[src/core/pmrf_defines.svh]
// Constants for the power mode and reset flag block
`ifndef PMRF_DEFINES_SVH
`define PMRF_DEFINES_SVH
`define PMRF_POWER_CONTROL_ADDR     8'h87
`define PMRF_RSTC_ADDR     8'hEF
`define PMRF_OSC_ADDR      8'hB2
`define PMRF_REGC_ADDR     8'hC9
`define PMRF_POWER_CONTROL_RESET    8'h00
`define PMRF_BIT_IDLE      0
`define PMRF_BIT_STOP      1
`define PMRF_BIT_PIN       0
`define PMRF_BIT_POR       1
`define PMRF_BIT_MCD       2
`define PMRF_BIT_WDT       3
`define PMRF_BIT_SW        4
`define PMRF_BIT_CMP       5
`define PMRF_BIT_FLASH     6
`define PMRF_BIT_SUSPEND   5
`define PMRF_BIT_REGSTOP   1
`define PMRF_MCD_TIME_US   100
`define PMRF_CLK_MHZ       100
`define PMRF_MCD_CYCLES    (`PMRF_MCD_TIME_US * `PMRF_CLK_MHZ)
`endif

[src/core/pmrf_pkg.sv]
// Types for the power mode and reset flag block
package pmrf_pkg;
  typedef enum logic [2:0] {
    PMRF_RUN     = 3'b000,
    PMRF_IDLE    = 3'b001,
    PMRF_STOP    = 3'b010,
    PMRF_SUSPEND = 3'b011,
    PMRF_RESET   = 3'b100
  } pmrf_mode_t;
  typedef enum logic [2:0] {
    PMRF_C_NONE  = 3'b000,
    PMRF_C_PIN   = 3'b001,
    PMRF_C_POR   = 3'b010,
    PMRF_C_MCD   = 3'b011,
    PMRF_C_WDT   = 3'b100,
    PMRF_C_SW    = 3'b101,
    PMRF_C_CMP   = 3'b110,
    PMRF_C_FLASH = 3'b111
  } pmrf_cause_t;
endpackage

[src/core/pmrf_if.sv]
// Special-register port between core and power block
`timescale 1ns/1ns
interface pmrf_if;
  logic       wr;
  logic       rd;
  logic [7:0] addr;
  logic [7:0] wdata;
  logic [7:0] rdata;
  logic       core_halt;
  logic       sys_reset;
  modport dev  (input wr, rd, addr, wdata, output rdata, core_halt, sys_reset);
  modport core (output wr, rd, addr, wdata, input rdata, core_halt, sys_reset);
endinterface

[src/core/pmrf_device.sv]
// Power mode control and reset cause recording
`timescale 1ns/1ns
`include "pmrf_defines.svh"
module pmrf_device #(
  parameter int MCD_CYCLES = `PMRF_MCD_CYCLES
) (
  input  wire logic clock,
  input  wire logic rst_b,
  pmrf_if.dev       bus,
  input  wire logic pin_reset,
  input  wire logic por_event,
  input  wire logic vdd_low,
  input  wire logic wdt_overflow,
  input  wire logic flash_error,
  input  wire logic cmp_out,
  input  wire logic cmp_enabled,
  input  wire logic port_match,
  input  wire logic t3_overflow,
  input  wire logic irq_pending,
  input  wire logic sysclk_active,
  output logic      periph_clk_en,
  output logic      fast_osc_en,
  output logic      regulator_off,
  output logic      mode_idle,
  output logic      mode_stop,
  output logic      mode_suspend
);
  pmrf_pkg::pmrf_mode_t  mode;
  pmrf_pkg::pmrf_mode_t  next_mode;
  pmrf_pkg::pmrf_cause_t cause;
  logic [5:0]  general_flags;
  logic        cmp_en;
  logic        mcd_en;
  logic        vdm_en;
  logic        regulator_stop_config;
  logic [15:0] mcd_count;
  logic        mcd_trip;
  logic        reset_req;
  logic [6:0]  reset_cause;
  pmrf_pkg::pmrf_cause_t req_cause;

  function automatic logic wr_at(input logic [7:0] a);
    wr_at = bus.wr && (bus.addr == a);
  endfunction

  // Clock-loss detector sees stalls of the system clock; it counts in every mode, but its trip is ignored while the regulator is off
  always_ff @(posedge clock or negedge rst_b) begin
    if (!rst_b) begin
      mcd_count <= 16'h0000;
    end else if (!mcd_en || sysclk_active) begin
      mcd_count <= 16'h0000;
    end else if (mcd_count < 16'(MCD_CYCLES)) begin
      mcd_count <= mcd_count + 16'h0001;
    end
  end
  assign mcd_trip = mcd_en && (mcd_count >= 16'(MCD_CYCLES));

  // Cause priority: pin and power first; regulator off blocks internal sources
  always_comb begin
    req_cause = pmrf_pkg::PMRF_C_NONE;
    if (pin_reset) begin
      req_cause = pmrf_pkg::PMRF_C_PIN;
    end else if (por_event || (vdm_en && vdd_low)) begin
      req_cause = pmrf_pkg::PMRF_C_POR;
    end else if (regulator_off) begin
      req_cause = pmrf_pkg::PMRF_C_NONE;
    end else if (mcd_trip) begin
      req_cause = pmrf_pkg::PMRF_C_MCD;
    end else if (wdt_overflow) begin
      req_cause = pmrf_pkg::PMRF_C_WDT;
    end else if (wr_at(`PMRF_RSTC_ADDR) && bus.wdata[`PMRF_BIT_SW]) begin
      req_cause = pmrf_pkg::PMRF_C_SW;
    end else if (cmp_en && !cmp_out) begin
      req_cause = pmrf_pkg::PMRF_C_CMP;
    end else if (flash_error) begin
      req_cause = pmrf_pkg::PMRF_C_FLASH;
    end
  end
  assign reset_req = (req_cause != pmrf_pkg::PMRF_C_NONE);

  // Mode machine
  always_comb begin
    next_mode = mode;
    case (mode)
      pmrf_pkg::PMRF_RUN: begin
        if (reset_req) begin
          next_mode = pmrf_pkg::PMRF_RESET;
        end else if (wr_at(`PMRF_POWER_CONTROL_ADDR) && bus.wdata[`PMRF_BIT_STOP]) begin
          next_mode = pmrf_pkg::PMRF_STOP;
        end else if (wr_at(`PMRF_POWER_CONTROL_ADDR) && bus.wdata[`PMRF_BIT_IDLE]) begin
          next_mode = pmrf_pkg::PMRF_IDLE;
        end else if (wr_at(`PMRF_OSC_ADDR) && bus.wdata[`PMRF_BIT_SUSPEND]) begin
          next_mode = pmrf_pkg::PMRF_SUSPEND;
        end
      end
      pmrf_pkg::PMRF_IDLE: begin
        if (reset_req) begin
          next_mode = pmrf_pkg::PMRF_RESET;
        end else if (irq_pending) begin
          next_mode = pmrf_pkg::PMRF_RUN;
        end
      end
      pmrf_pkg::PMRF_STOP: begin
        if (reset_req) begin
          next_mode = pmrf_pkg::PMRF_RESET;
        end
      end
      pmrf_pkg::PMRF_SUSPEND: begin
        if (reset_req) begin
          next_mode = pmrf_pkg::PMRF_RESET;
        end else if (port_match || t3_overflow || (cmp_enabled && !cmp_out)) begin
          next_mode = pmrf_pkg::PMRF_RUN;
        end
      end
      pmrf_pkg::PMRF_RESET: begin
        if (!reset_req) begin
          next_mode = pmrf_pkg::PMRF_RUN;
        end
      end
      default: next_mode = pmrf_pkg::PMRF_RESET;
    endcase
  end

  always_ff @(posedge clock or negedge rst_b) begin
    if (!rst_b) begin
      mode <= pmrf_pkg::PMRF_RESET;
    end else begin
      mode <= next_mode;
    end
  end

  // Cause latch: held at the last request so only that flag reads one
  always_ff @(posedge clock or negedge rst_b) begin
    if (!rst_b) begin
      cause <= pmrf_pkg::PMRF_C_POR;
    end else if (reset_req) begin
      cause <= req_cause;
    end
  end

  // Enables; the supply monitor enable survives all but power resets
  always_ff @(posedge clock or negedge rst_b) begin
    if (!rst_b) begin
      cmp_en <= 1'b0;
      mcd_en <= 1'b0;
      vdm_en <= 1'b1;
    end else if (reset_req) begin
      cmp_en <= 1'b0;
      mcd_en <= 1'b0;
      if (req_cause == pmrf_pkg::PMRF_C_POR) begin
        vdm_en <= 1'b1;
      end
    end else if (wr_at(`PMRF_RSTC_ADDR)) begin
      cmp_en <= bus.wdata[`PMRF_BIT_CMP];
      mcd_en <= bus.wdata[`PMRF_BIT_MCD];
      vdm_en <= bus.wdata[`PMRF_BIT_POR];
    end
  end

  // General flags and regulator config keep their data across idle and suspend
  always_ff @(posedge clock or negedge rst_b) begin
    if (!rst_b) begin
      general_flags         <= 6'h00;
      regulator_stop_config <= 1'b0;
    end else if (reset_req) begin
      general_flags         <= 6'h00;
      regulator_stop_config <= 1'b0;
    end else begin
      if (wr_at(`PMRF_POWER_CONTROL_ADDR)) begin
        general_flags <= bus.wdata[7:2];
      end
      if (wr_at(`PMRF_REGC_ADDR)) begin
        regulator_stop_config <= bus.wdata[`PMRF_BIT_REGSTOP];
      end
    end
  end

  // A power reset leaves the other flags undefined; they read zero here
  always_comb begin
    reset_cause = 7'h00;
    case (cause)
      pmrf_pkg::PMRF_C_PIN:   reset_cause[`PMRF_BIT_PIN] = 1'b1;
      pmrf_pkg::PMRF_C_POR:   reset_cause[`PMRF_BIT_POR] = 1'b1;
      pmrf_pkg::PMRF_C_MCD:   reset_cause[`PMRF_BIT_MCD] = 1'b1;
      pmrf_pkg::PMRF_C_WDT:   reset_cause[`PMRF_BIT_WDT] = 1'b1;
      pmrf_pkg::PMRF_C_SW:    reset_cause[`PMRF_BIT_SW] = 1'b1;
      pmrf_pkg::PMRF_C_CMP:   reset_cause[`PMRF_BIT_CMP] = 1'b1;
      pmrf_pkg::PMRF_C_FLASH: reset_cause[`PMRF_BIT_FLASH] = 1'b1;
      default:                reset_cause = 7'h00;
    endcase
  end

  // Registered read data and outputs
  always_ff @(posedge clock or negedge rst_b) begin
    if (!rst_b) begin
      bus.rdata <= 8'h00;
    end else if (bus.rd) begin
      case (bus.addr)
        `PMRF_POWER_CONTROL_ADDR: bus.rdata <= {general_flags, 2'b00};
        `PMRF_RSTC_ADDR: bus.rdata <= {1'b0, reset_cause};
        `PMRF_REGC_ADDR: bus.rdata <= {6'h00, regulator_stop_config, 1'b0};
        default:         bus.rdata <= 8'h00;
      endcase
    end
  end

  always_ff @(posedge clock or negedge rst_b) begin
    if (!rst_b) begin
      bus.core_halt <= 1'b1;
      bus.sys_reset <= 1'b1;
      periph_clk_en <= 1'b0;
      fast_osc_en   <= 1'b1;
      regulator_off <= 1'b0;
      mode_idle     <= 1'b0;
      mode_stop     <= 1'b0;
      mode_suspend  <= 1'b0;
    end else begin
      bus.core_halt <= (next_mode != pmrf_pkg::PMRF_RUN);
      bus.sys_reset <= (next_mode == pmrf_pkg::PMRF_RESET);
      periph_clk_en <= (next_mode == pmrf_pkg::PMRF_RUN) ||
                       (next_mode == pmrf_pkg::PMRF_IDLE);
      fast_osc_en   <= (next_mode != pmrf_pkg::PMRF_STOP) &&
                       (next_mode != pmrf_pkg::PMRF_SUSPEND);
      regulator_off <= (next_mode == pmrf_pkg::PMRF_STOP) &&
                       regulator_stop_config && !reset_req;
      mode_idle     <= (next_mode == pmrf_pkg::PMRF_IDLE);
      mode_stop     <= (next_mode == pmrf_pkg::PMRF_STOP);
      mode_suspend  <= (next_mode == pmrf_pkg::PMRF_SUSPEND);
    end
  end
endmodule // pmrf_device

[src/flat_wrapper.sv]
// flat-port wrapper written by rule: the top's interface ports become plain ports
module pmrf_device_flat 
#(
  parameter int MCD_CYCLES = `PMRF_MCD_CYCLES
)
  (clock, rst_b, pin_reset, por_event, vdd_low, wdt_overflow, flash_error, cmp_out, cmp_enabled, port_match, t3_overflow, irq_pending, sysclk_active, periph_clk_en, fast_osc_en, regulator_off, mode_idle, mode_stop, mode_suspend, bus_wr, bus_rd, bus_addr, bus_wdata, bus_rdata, bus_core_halt, bus_sys_reset);
  pmrf_if bus_i ();
  input  wire logic clock;
  input  wire logic rst_b;
  input  wire logic pin_reset;
  input  wire logic por_event;
  input  wire logic vdd_low;
  input  wire logic wdt_overflow;
  input  wire logic flash_error;
  input  wire logic cmp_out;
  input  wire logic cmp_enabled;
  input  wire logic port_match;
  input  wire logic t3_overflow;
  input  wire logic irq_pending;
  input  wire logic sysclk_active;
  output logic periph_clk_en;
  output logic fast_osc_en;
  output logic regulator_off;
  output logic mode_idle;
  output logic mode_stop;
  output logic mode_suspend;
  input wire logic [$bits(bus_i.wr)-1:0] bus_wr;
  input wire logic [$bits(bus_i.rd)-1:0] bus_rd;
  input wire logic [$bits(bus_i.addr)-1:0] bus_addr;
  input wire logic [$bits(bus_i.wdata)-1:0] bus_wdata;
  output wire logic [$bits(bus_i.rdata)-1:0] bus_rdata;
  output wire logic [$bits(bus_i.core_halt)-1:0] bus_core_halt;
  output wire logic [$bits(bus_i.sys_reset)-1:0] bus_sys_reset;
  assign bus_i.wr = bus_wr;
  assign bus_i.rd = bus_rd;
  assign bus_i.addr = bus_addr;
  assign bus_i.wdata = bus_wdata;
  assign bus_rdata = bus_i.rdata;
  assign bus_core_halt = bus_i.core_halt;
  assign bus_sys_reset = bus_i.sys_reset;
  pmrf_device #(.MCD_CYCLES(MCD_CYCLES)) u_core (.clock(clock), .rst_b(rst_b), .bus(bus_i), .pin_reset(pin_reset), .por_event(por_event), .vdd_low(vdd_low), .wdt_overflow(wdt_overflow), .flash_error(flash_error), .cmp_out(cmp_out), .cmp_enabled(cmp_enabled), .port_match(port_match), .t3_overflow(t3_overflow), .irq_pending(irq_pending), .sysclk_active(sysclk_active), .periph_clk_en(periph_clk_en), .fast_osc_en(fast_osc_en), .regulator_off(regulator_off), .mode_idle(mode_idle), .mode_stop(mode_stop), .mode_suspend(mode_suspend));
endmodule
[config.mk]
export PLATFORM = sky130hd
export DESIGN_NAME = pmrf_device_flat
export DESIGN_NICKNAME = d
export VERILOG_FILES = /design/src/core/pmrf_pkg.sv /design/src/core/pmrf_if.sv /design/src/core/pmrf_device.sv /design/src/flat_wrapper.sv
export VERILOG_INCLUDE_DIRS = /design/src /design/src/core
export SDC_FILE = /design/constraint.sdc
export NUM_CORES = 1
export LEC_CHECK = 0
export BUFFER_PORTS_ARGS = -buffer_cell sky130_fd_sc_hd__clkbuf_2
export CAP_MARGIN = 30
export CORE_AREA = 2 2 53 104
export CTS_BUF_LIST = sky130_fd_sc_hd__clkbuf_8
export CTS_CLUSTER_DIAMETER = 40
export DETAILED_ROUTE_END_ITERATION = 8
export DIE_AREA = 0 0 55 106
export PLACE_DENSITY = 0.69
export SETUP_SLACK_MARGIN = 0.15
export SLEW_MARGIN = 20
export SYNTH_ARGS = -nofsm -noshare
export SYNTH_HDL_FRONTEND = slang
export SYNTH_SLANG_ARGS = --single-unit
[constraint.sdc]
create_clock -name clock -period 3.4 [get_ports clock]
set_clock_uncertainty 0.2 [all_clocks]
set_input_delay 0.34 -clock clock [delete_from_list [all_inputs] [get_ports clock]]
set_output_delay 0.34 -clock clock [all_outputs]
set_load 0.05 [all_outputs]
After elaboration in Yosys (flattened, before gate mapping):

Index checks and enable logic that the tools add are counted.
W data, S select, Z words.

* flip-flop bits (word level): 48
* bits in read-only memories: 0
* output and inout bits: 16
* bits of input ports: 31
* latch bits: 0
* logic and storage cells: 115
* RAM bits: 0
* memories: 0

* multipliers: 0
* bitwise gates (word level): 0
* $add $sub $neg: 1
* mux-type cells: 40
* shift operators: 0
* reduce and logical (&&, ||, !) cells: 32
* magnitude comparators: 2
* div/mod/pow operators: 0
* equal/unequal tests: 23

Operators by type and width (count)
* $mux W3: 18
* $eq A8 B8 Y1 const B: 4
* $mux W16: 2
* $pmux W8 S3: 1
* $eq A3 B2 Y1 const B: 7
* $eq A3 B3 Y1 const B: 6
* $add A16 B1 Y16 const B: 1
* $ge A16 B14 Y1 const B: 1
* $lt A16 B14 Y1 const B: 1
* $mux W1: 16
* $logic_and A1 B1 Y1: 15
* $pmux W3 S5: 1
* $mux W6: 2
* $eq A3 B1 Y1 const B: 3
* $reduce_bool A2 Y1: 4
* $logic_not A3 Y1: 2
* $ne A3 B2 Y1 const B: 2
* $reduce_bool A3 Y1: 2
* $logic_or A1 B1 Y1: 5
* $logic_not A1 Y1: 3
* $ne A2 B2 Y1 const B: 1
* $reduce_and A2 Y1: 1

Longest topological paths before layout:

Gate-level depths: netlist (run 1).

* depth in word-level cells: 15
* depth in mapped cells: 6
* depth with buffers taken out: 5

Worst setup path before layout (run 1):

No wires, ideal clock.

* kind: reg2reg
* start: register u_core.mcd_count[6]
* end: register u_core.vdm_en
* buffers on the path: 0
* setup time: 0.084 ns
* cell stages (with the launch flop): 6
* arrival: 1.641 ns
* required time: 3.116 ns
* clock period less this slack: 1.925 ns
* path slack: 1.475 ns
* cells stage by stage: dfrtp_1 -> nor4_4 -> o211ai_2 -> a211oi_4 -> o21ai_2 -> o32a_1

* cells in the longest elaborated chain, start to end: 9
* elaborated cells on any way between the ends: 12
* classes of those cells: order compare: 1; eq/ne: 2; mux: 5; reduce/logical: 4

RTL lines
* start: declaration: RTL line pmrf_device.sv:36 `logic [15:0] mcd_count;`
* start signal: assignment: RTL line pmrf_device.sv:53 `mcd_count <= mcd_count + 16'h0001;`
* $ge A16 B14 Y1 (*): RTL line pmrf_device.sv:56 `assign mcd_trip = mcd_en && (mcd_count >= 16'(MCD_CYCLES));`
* $logic_and A1 B1 Y1 (*): RTL line pmrf_device.sv:56
* $mux W3 (*): RTL line pmrf_device.sv:67 `end else if (mcd_trip) begin`
* $mux W3 (*): RTL line pmrf_device.sv:65 `end else if (regulator_off) begin`
* $mux W3 (*): RTL line pmrf_device.sv:63 `end else if (por_event || (vdm_en && vdd_low)) begin`
* $mux W3 (*): RTL line pmrf_device.sv:61 `if (pin_reset) begin`
* $eq A3 B2 Y1 / $reduce_bool A3 Y1 (equally long branches): RTL line pmrf_device.sv:150, pmrf_device.sv:79
* $ne A2 B2 Y1 (no source line) / $reduce_bool A2 Y1 (equally long branches)
* $reduce_and A2 Y1 (no source line)
* end signal: assignment: RTL line pmrf_device.sv:156 `` vdm_en <= bus.wdata[`PMRF_BIT_POR]; ``
* end: declaration: RTL line pmrf_device.sv:34 `logic vdm_en;`

Mark *: on every way between the ends. The rest lies on a longest branch, timed or not.
A chain may end at the register's enable or synchronous reset.

Worst setup path after layout (run 1):

Same ends and word-level chain as after synthesis.

==> out/qor.txt, run 1 <==
Status = finished clean
Unique masters post-synth = 52
Internal = 0.843 mW
R2R depth = 5
CTS tree = yes
Min-delay worst type = input pin to flip-flop
Synthesis-to-finish area growth = 17.7%
RSZ-0062 raised after global routing = false
Syn nets = 276
Final Cycle Share = 0.641
Die Span X = 55 um
Crit path depth = 5
Net Sw Frac = 0.223
Mapped cell area = 2410 um2
Root Buffer = clkbuf_8
Starting Density = 0.472
Leak Pwr = 1.23 nW
CP Max Fanout = 12
Post-DRT Antenna Nets = 0
Vias in the first global route = 2,063
Net switching power = 0.242 mW
Clk sinks = 48
Number of synthesized flops with an enable pin = 0
Worst VDD drop = 0.353 mV
Most common cell after layout, fill and taps aside = clkbuf_2
Final hold slack = 0.0627 ns
Reg clk slew, reported paths = 0.09 ns
Final-stage net count = 326
Final TNS setup = 0 ns
GR Overflow Total = 0
Initial antenna violation count = 0
Final HPWL DP = 4.41 mm
Pwr dens = 383 nW/um2
Die Y = 106 um
Slowest CP cell = dfrtp_1
Synth Flop Type = dfrtp_1
Comb pwr share = 0.066
Core area = 5090 um2
Worst skew pair latency = 0.30 ns
Critical path arrival = 2.22 ns
Placed cell areas = 2700 um2
Crit Path Category = flip-flop to flip-flop
Dpl ws = 1.11 ns
Post-DR vias/cell = 5.65
Max Root-Sink Buffers = 2
Layout cells sized above 1 = 0.245
Full die area = 5830 um2
Site Rows = 37
Bufs and invs on worst path = 0
Fraction of registers with async set/reset = 1.00
First-pass GRT wire length = 9.47 mm
Routability Congestion = 0.798
Worst-margin pin slew = 0.750 ns
Worst Setup Start Kind = flip-flop
CP Capture Type = flip-flop
Fin. max-slew vios = 0
Placed cells = 343
Final WL = 5.69 mm
Number of port buffers = 46
Resized cells post-CTS = 0
Fmax = 0.459 GHz
Core Util, Final = 0.556
Drt wl/cell = 16.2 um
CP required = 3.44 ns
Htree depth = 2
Post-CTS Setup Repair Bufs = 0
Hold depth = 2
Seq pwr share = 0.535
Power Total = 1.09 mW
1st-pass router iterations = 4
Number of buffers created by CTS = 5
Via count = 1,989
Endpoints failing setup = 0
Clk network pwr share = 0.399
Family with the most delay on the worst path = compound AO/OA/AOI/OAI gates
Sequential area share after synthesis = 0.502
Remaining DRCs = 0
Most frequent cells in the layout = clkbuf_2, dfrtp_1, nor2_1
Crit path largest cell delay = 0.45 ns
Initial drt markers = 34
PnR worst setup slack = 1.22 ns
Post-route insts no fill = 352
Hold Violations, Final = 0
Syn avg cell area = 9.90 um2
Max Cap Viol = 0
Post-Syn Instances = 243
Design area = 2830 um2
Fin crit period = 2.18 ns
Ys Warns = 0
Critical Path, Cell by Cell = nor4_4 > o211ai_2 > a211oi_4 > o21ai_2 > o32a_1
All-Layer GR Usage = 0.222
Diode count = 0
Max-slew headroom = 0.500
Largest net degree at the start of global routing = 31
Yosys reg bits = 48
# fillers = 509
Num ports = 47
## final cells by class
type | count | area (um2) | share of cell area
sequential | 48 | 1210 | 0.427
multi-input combinational | 170 | 1100 | 0.389
timing repair buffer | 49 | 255 | 0.0901
clock buffer | 6 | 82.6 | 0.0292
tap | 58 | 72.6 | 0.0256
inverter | 19 | 71.3 | 0.0252
clock inverter | 2 | 38.8 | 0.0137
## routing by layer
| metal | wire (um) | part of all wire | track usage |
|---|---|---|---|
| met4 | 187 | 0.033 | 0.118 |
| met3 | 209 | 0.037 | 0.0421 |
| met2 | 3260 | 0.57 | 0.396 |
| met5 | 0 | 0 | 0 |
| met1 | 2030 | 0.36 | 0.225 |
## logic make-up (layout without fill, tap and decap cells)
family,after synthesis,in the layout,synth area share
compound gates,51,51,0.155
xor+xnor,11,11,0.0400
fa+ha+maj,2,2,0.0104
buf+inv,25,76,0.0395
flops,48,48,0.502
mux,5,5,0.0208
simple gates,101,101,0.231
## power groups by stage
stage | logic, mW | registers (mW) | clock network (mW)
after floorplan | 0.0266 | 0.592 | 0
after global placement | 0.0700 | 0.591 | 0
after detailed placement | 0.0707 | 0.591 | 0
after CTS | 0.0720 | 0.580 | 0.443
after global routing | 0.0796 | 0.581 | 0.464
final | 0.0713 | 0.581 | 0.433
## repair_timing
item | CTS | global route
hold buffers | 1 | 0
endpoints found under the setup margin | 0 | 0
hold endpoints to repair | 27 | 0
## sequential cells by signal, summed over array words and instances, names as in the netlist
signal and count:
u_core.bus.core_halt 1, u_core.mcd_en 1, u_core.cause 3, u_core.fast_osc_en 1
u_core.general_flags 6, u_core.mode_idle 1, u_core.mcd_count 16, u_core.mode_stop 1
u_core.regulator_stop_config 1, u_core.mode_suspend 1, u_core.regulator_off 1, u_core.vdm_en 1
u_core.bus.sys_reset 1, u_core.mode 3, u_core.bus.rdata 8, u_core.cmp_en 1
u_core.periph_clk_en 1
## worst paths after layout
path	start	to	slack, ns
min	pin_reset	u_core.cause[2]$_DFFE_PN0P_	0.06
max in group asynchronous	rst_b	u_core.fast_osc_en$_DFF_PN1_	1.76
max	u_core.mcd_count[6]$_DFFE_PN0P_	u_core.vdm_en$_DFFE_PN1P_	1.22
min reg2reg	u_core.mcd_count[14]$_DFFE_PN0P_	u_core.mcd_count[14]$_DFFE_PN0P_	0.30
min in group asynchronous	rst_b	u_core.bus.rdata[0]$_DFFE_PN0P_	0.43
max reg2reg	u_core.mcd_count[6]$_DFFE_PN0P_	u_core.vdm_en$_DFFE_PN1P_	1.22
## Yosys cell counts, types with 3 or more instances
library cell,instances,area [um2]
a21oi_1,12,60.1
a22oi_1,4,30.0
and3_1,5,31.3
clkbuf_1,5,18.8
dfrtp_1,42,1050
dfstp_2,6,158
inv_1,19,71.3
mux2i_1,5,50.1
nand2_1,15,56.3
nand2b_1,7,43.8
nand3_1,12,60.1
nand4_1,8,50.1
nor2_1,28,105
nor3_1,6,30.0
nor4_1,4,25.0
o21ai_0,5,25.0
o22ai_1,6,37.5
xnor2_1,8,70.1
xor2_1,3,26.3
Note: power is estimated with default switching activity, not from simulation.
==> inputs of run 2 (changes only) <==
==> constraint.sdc (replaced) <==
create_clock -name clock -period 2.1 [get_ports clock]
set_clock_uncertainty 0.2 [all_clocks]
set_input_delay 0.21 -clock clock [delete_from_list [all_inputs] [get_ports clock]]
set_output_delay 0.21 -clock clock [all_outputs]
set_load 0.05 [all_outputs]
==> run 2 against run 1 <==
  * Hold slack worse by 0.053 ns
  * Maximum frequency rose by 11%
  * Power up 74%
  * Global-route usage is 0.68 points higher
  * Sequential share of layout area shrank 3.9 points
  * Non-clock buffer count grew 26
  * Critical path type unchanged
  * Critical endpoint unchanged
  * Largest power group unchanged
==> out/qor.txt, run 2 (synthesis results as in run 1) <==
Placed cell areas = 2790 um2 (+3.3%)
Synthesis-to-finish area growth = 29.6%
Via count = 2,091 (+5.1%)
CP Max Fanout = 4 (-8)
Post-DR vias/cell = 5.53 (-2.1%)
Largest register FFs = 16 (unchanged)
Worst skew pair latency = 0.31 ns (about the same)
Starting Density = 0.472 (unchanged)
GR Overflow Total = 0 (unchanged)
1st-pass router iterations = 4 (unchanged)
Final TNS setup = 0 ns (unchanged)
Seq pwr share = 0.499 (-0.036)
Die Y = 106 um (unchanged)
Root Buffer = clkbuf_8
Worst-margin pin slew = 0.574 ns (-0.176 ns)
R2r setup slk = 0.14 ns (-1.08 ns)
Largest registers = u_core.mcd_count x16, u_core.bus.rdata x8, u_core.general_flags x6
Hold Violations, Final = 0 (unchanged)
Worst Setup Start Kind = flip-flop
Final HPWL DP = 4.54 mm (+3.0%)
Most common cell after layout, fill and taps aside = clkbuf_2
Initial antenna violation count = 0 (unchanged)
Clk sinks = 48 (unchanged)
Layout cells sized above 1 = 0.297 (+0.0520)
Crit Path Category = flip-flop to flip-flop
Fin crit period = 1.96 ns (-0.216 ns)
Final Cycle Share = 0.935 (+0.294)
Comb pwr share = 0.073 (+0.007)
Htree depth = 2 (unchanged)
Clk network pwr share = 0.429 (+0.030)
Max-slew headroom = 0.618 (+0.117)
CP Capture Type = flip-flop
Leak Pwr = 1.37 nW (+12%)
Max Cap Viol = 0 (unchanged)
Post-DRT Antenna Nets = 0 (unchanged)
Drt wl/cell = 16.3 um (+0.48%)
Status = finished clean
Initial drt markers = 40 (+18%)
Internal = 1.47 mW (+74%)
All-Layer GR Usage = 0.229 (+0.00677)
RSZ-0062 raised after global routing = true
# fillers = 457 (-10%)
Critical path arrival = 2.02 ns (-0.20 ns)
Final-stage net count = 352 (+8.0%)
Site Rows = 37 (unchanged)
Design area = 3120 um2 (+10%)
Routability Congestion = 0.796 (-0.19%)
Core area = 5090 um2 (unchanged)
Remaining DRCs = 0 (unchanged)
Number of port buffers = 46 (unchanged)
Worst VDD drop = 0.511 mV (+45%)
Reg clk slew, reported paths = 0.10 ns (about the same)
Max Root-Sink Buffers = 2 (unchanged)
First-pass GRT wire length = 9.75 mm (+3.0%)
Final WL = 6.14 mm (+7.9%)
Endpoints failing setup = 0 (unchanged)
Most frequent cells in the layout = clkbuf_2, dfrtp_1, nor2_1
Number of buffers created by CTS = 5 (unchanged)
Full die area = 5830 um2 (unchanged)
Fin. max-slew vios = 0 (unchanged)
Fmax = 0.509 GHz (+11%)
Largest reg by FF count = u_core.mcd_count
Num ports = 47 (unchanged)
Vias in the first global route = 2,148 (+4.1%)
Post-route insts no fill = 378 (+7.4%)
Pwr dens = 604 nW/um2 (+58%)
Min-delay worst type = input pin to flip-flop
Diode count = 0 (unchanged)
Placed cells = 355 (+3.5%)
Net Sw Frac = 0.220 (-0.00356)
Largest net degree at the start of global routing = 20 (-35%)
Die Span X = 55 um (unchanged)
CTS tree = yes
CP required = 2.16 ns (-1.28 ns)
Net switching power = 0.414 mW (+71%)
## run 2: timing repair
action / in CTS / in global routing
hold buffers: 8 / 0
resized for setup: 2 / 10
hold endpoints to repair: 23 / 0
pin swaps: 2 / 2
setup buffers: 1 / 6
endpoints found under the setup margin: 14 / 23
## run 2: metal layers
layer | vias up | GRT usage | wire [um]
li1 | 1020 | - | -
met1 | 1017 | 0.236 | 2240
met5 | - | 0 | 0
met3 | 7 | 0.0393 | 216
met4 | 0 | 0.0906 | 92
met2 | 47 | 0.422 | 3590
## run 2: critical path, stage by stage, from the launching register on
cell	delay (ns)
dfrtp_1	0.42
nor4_4	0.36
o211ai_4	0.13
a211oi_4	0.31
buf_6	0.17
o221a_2	0.19
o32a_1	0.14
## run 2: area by class of cell
class / count / area (um2) / area share
clock buffer: 5 / 68.8 / 0.0221
clock inverter: 3 / 68.8 / 0.0221
inverter: 19 / 71.3 / 0.0229
multi-input combinational: 170 / 1150 / 0.369
sequential: 48 / 1210 / 0.388
tap: 58 / 72.6 / 0.0233
timing repair buffer: 75 / 475 / 0.152
## run 2: worst paths after layout
kind,startpoint,endpoint,cells past startpoint
setup / recovery,u_core.mcd_count[6]$_DFFE_PN0P_,u_core.vdm_en$_DFFE_PN1P_,6
hold / removal,bus_wdata[5],u_core.general_flags[3]$_DFFE_PN0P_,3
setup reg to reg,u_core.mcd_count[6]$_DFFE_PN0P_,u_core.vdm_en$_DFFE_PN1P_,6
hold reg to reg,u_core.mcd_count[15]$_DFFE_PN0P_,u_core.mcd_count[15]$_DFFE_PN0P_,2
max in group asynchronous,rst_b,u_core.fast_osc_en$_DFF_PN1_,3
min in group asynchronous,rst_b,u_core.bus.rdata[0]$_DFFE_PN0P_,2
## run 2: through the flow
step / setup WS, ns / util / total power [mW] / hold slack [ns]
after global routing: 0.0826 / 0.613 / 1.95 / 0.0230
after floorplan: 0.175 / - / 1.00 / -0.286
after global placement: 0.0984 / 0.548 / 1.08 / -0.0210
final: 0.136 / 0.613 / 1.88 / 0.0100
after CTS: 0.120 / 0.595 / 1.89 / 0.0180
after detailed placement: 0.0818 / 0.548 / 1.08 / -0.0267
## run 2: power groups by stage
stage                     Combinational, mW  Sequential (mW)  Clock [mW]
after floorplan                      0.0431            0.958           0
after global placement                0.121            0.957           0
after detailed placement              0.121            0.956           0
after CTS                             0.135            0.939       0.819
after global routing                  0.151            0.940       0.854
final                                 0.137            0.940       0.807
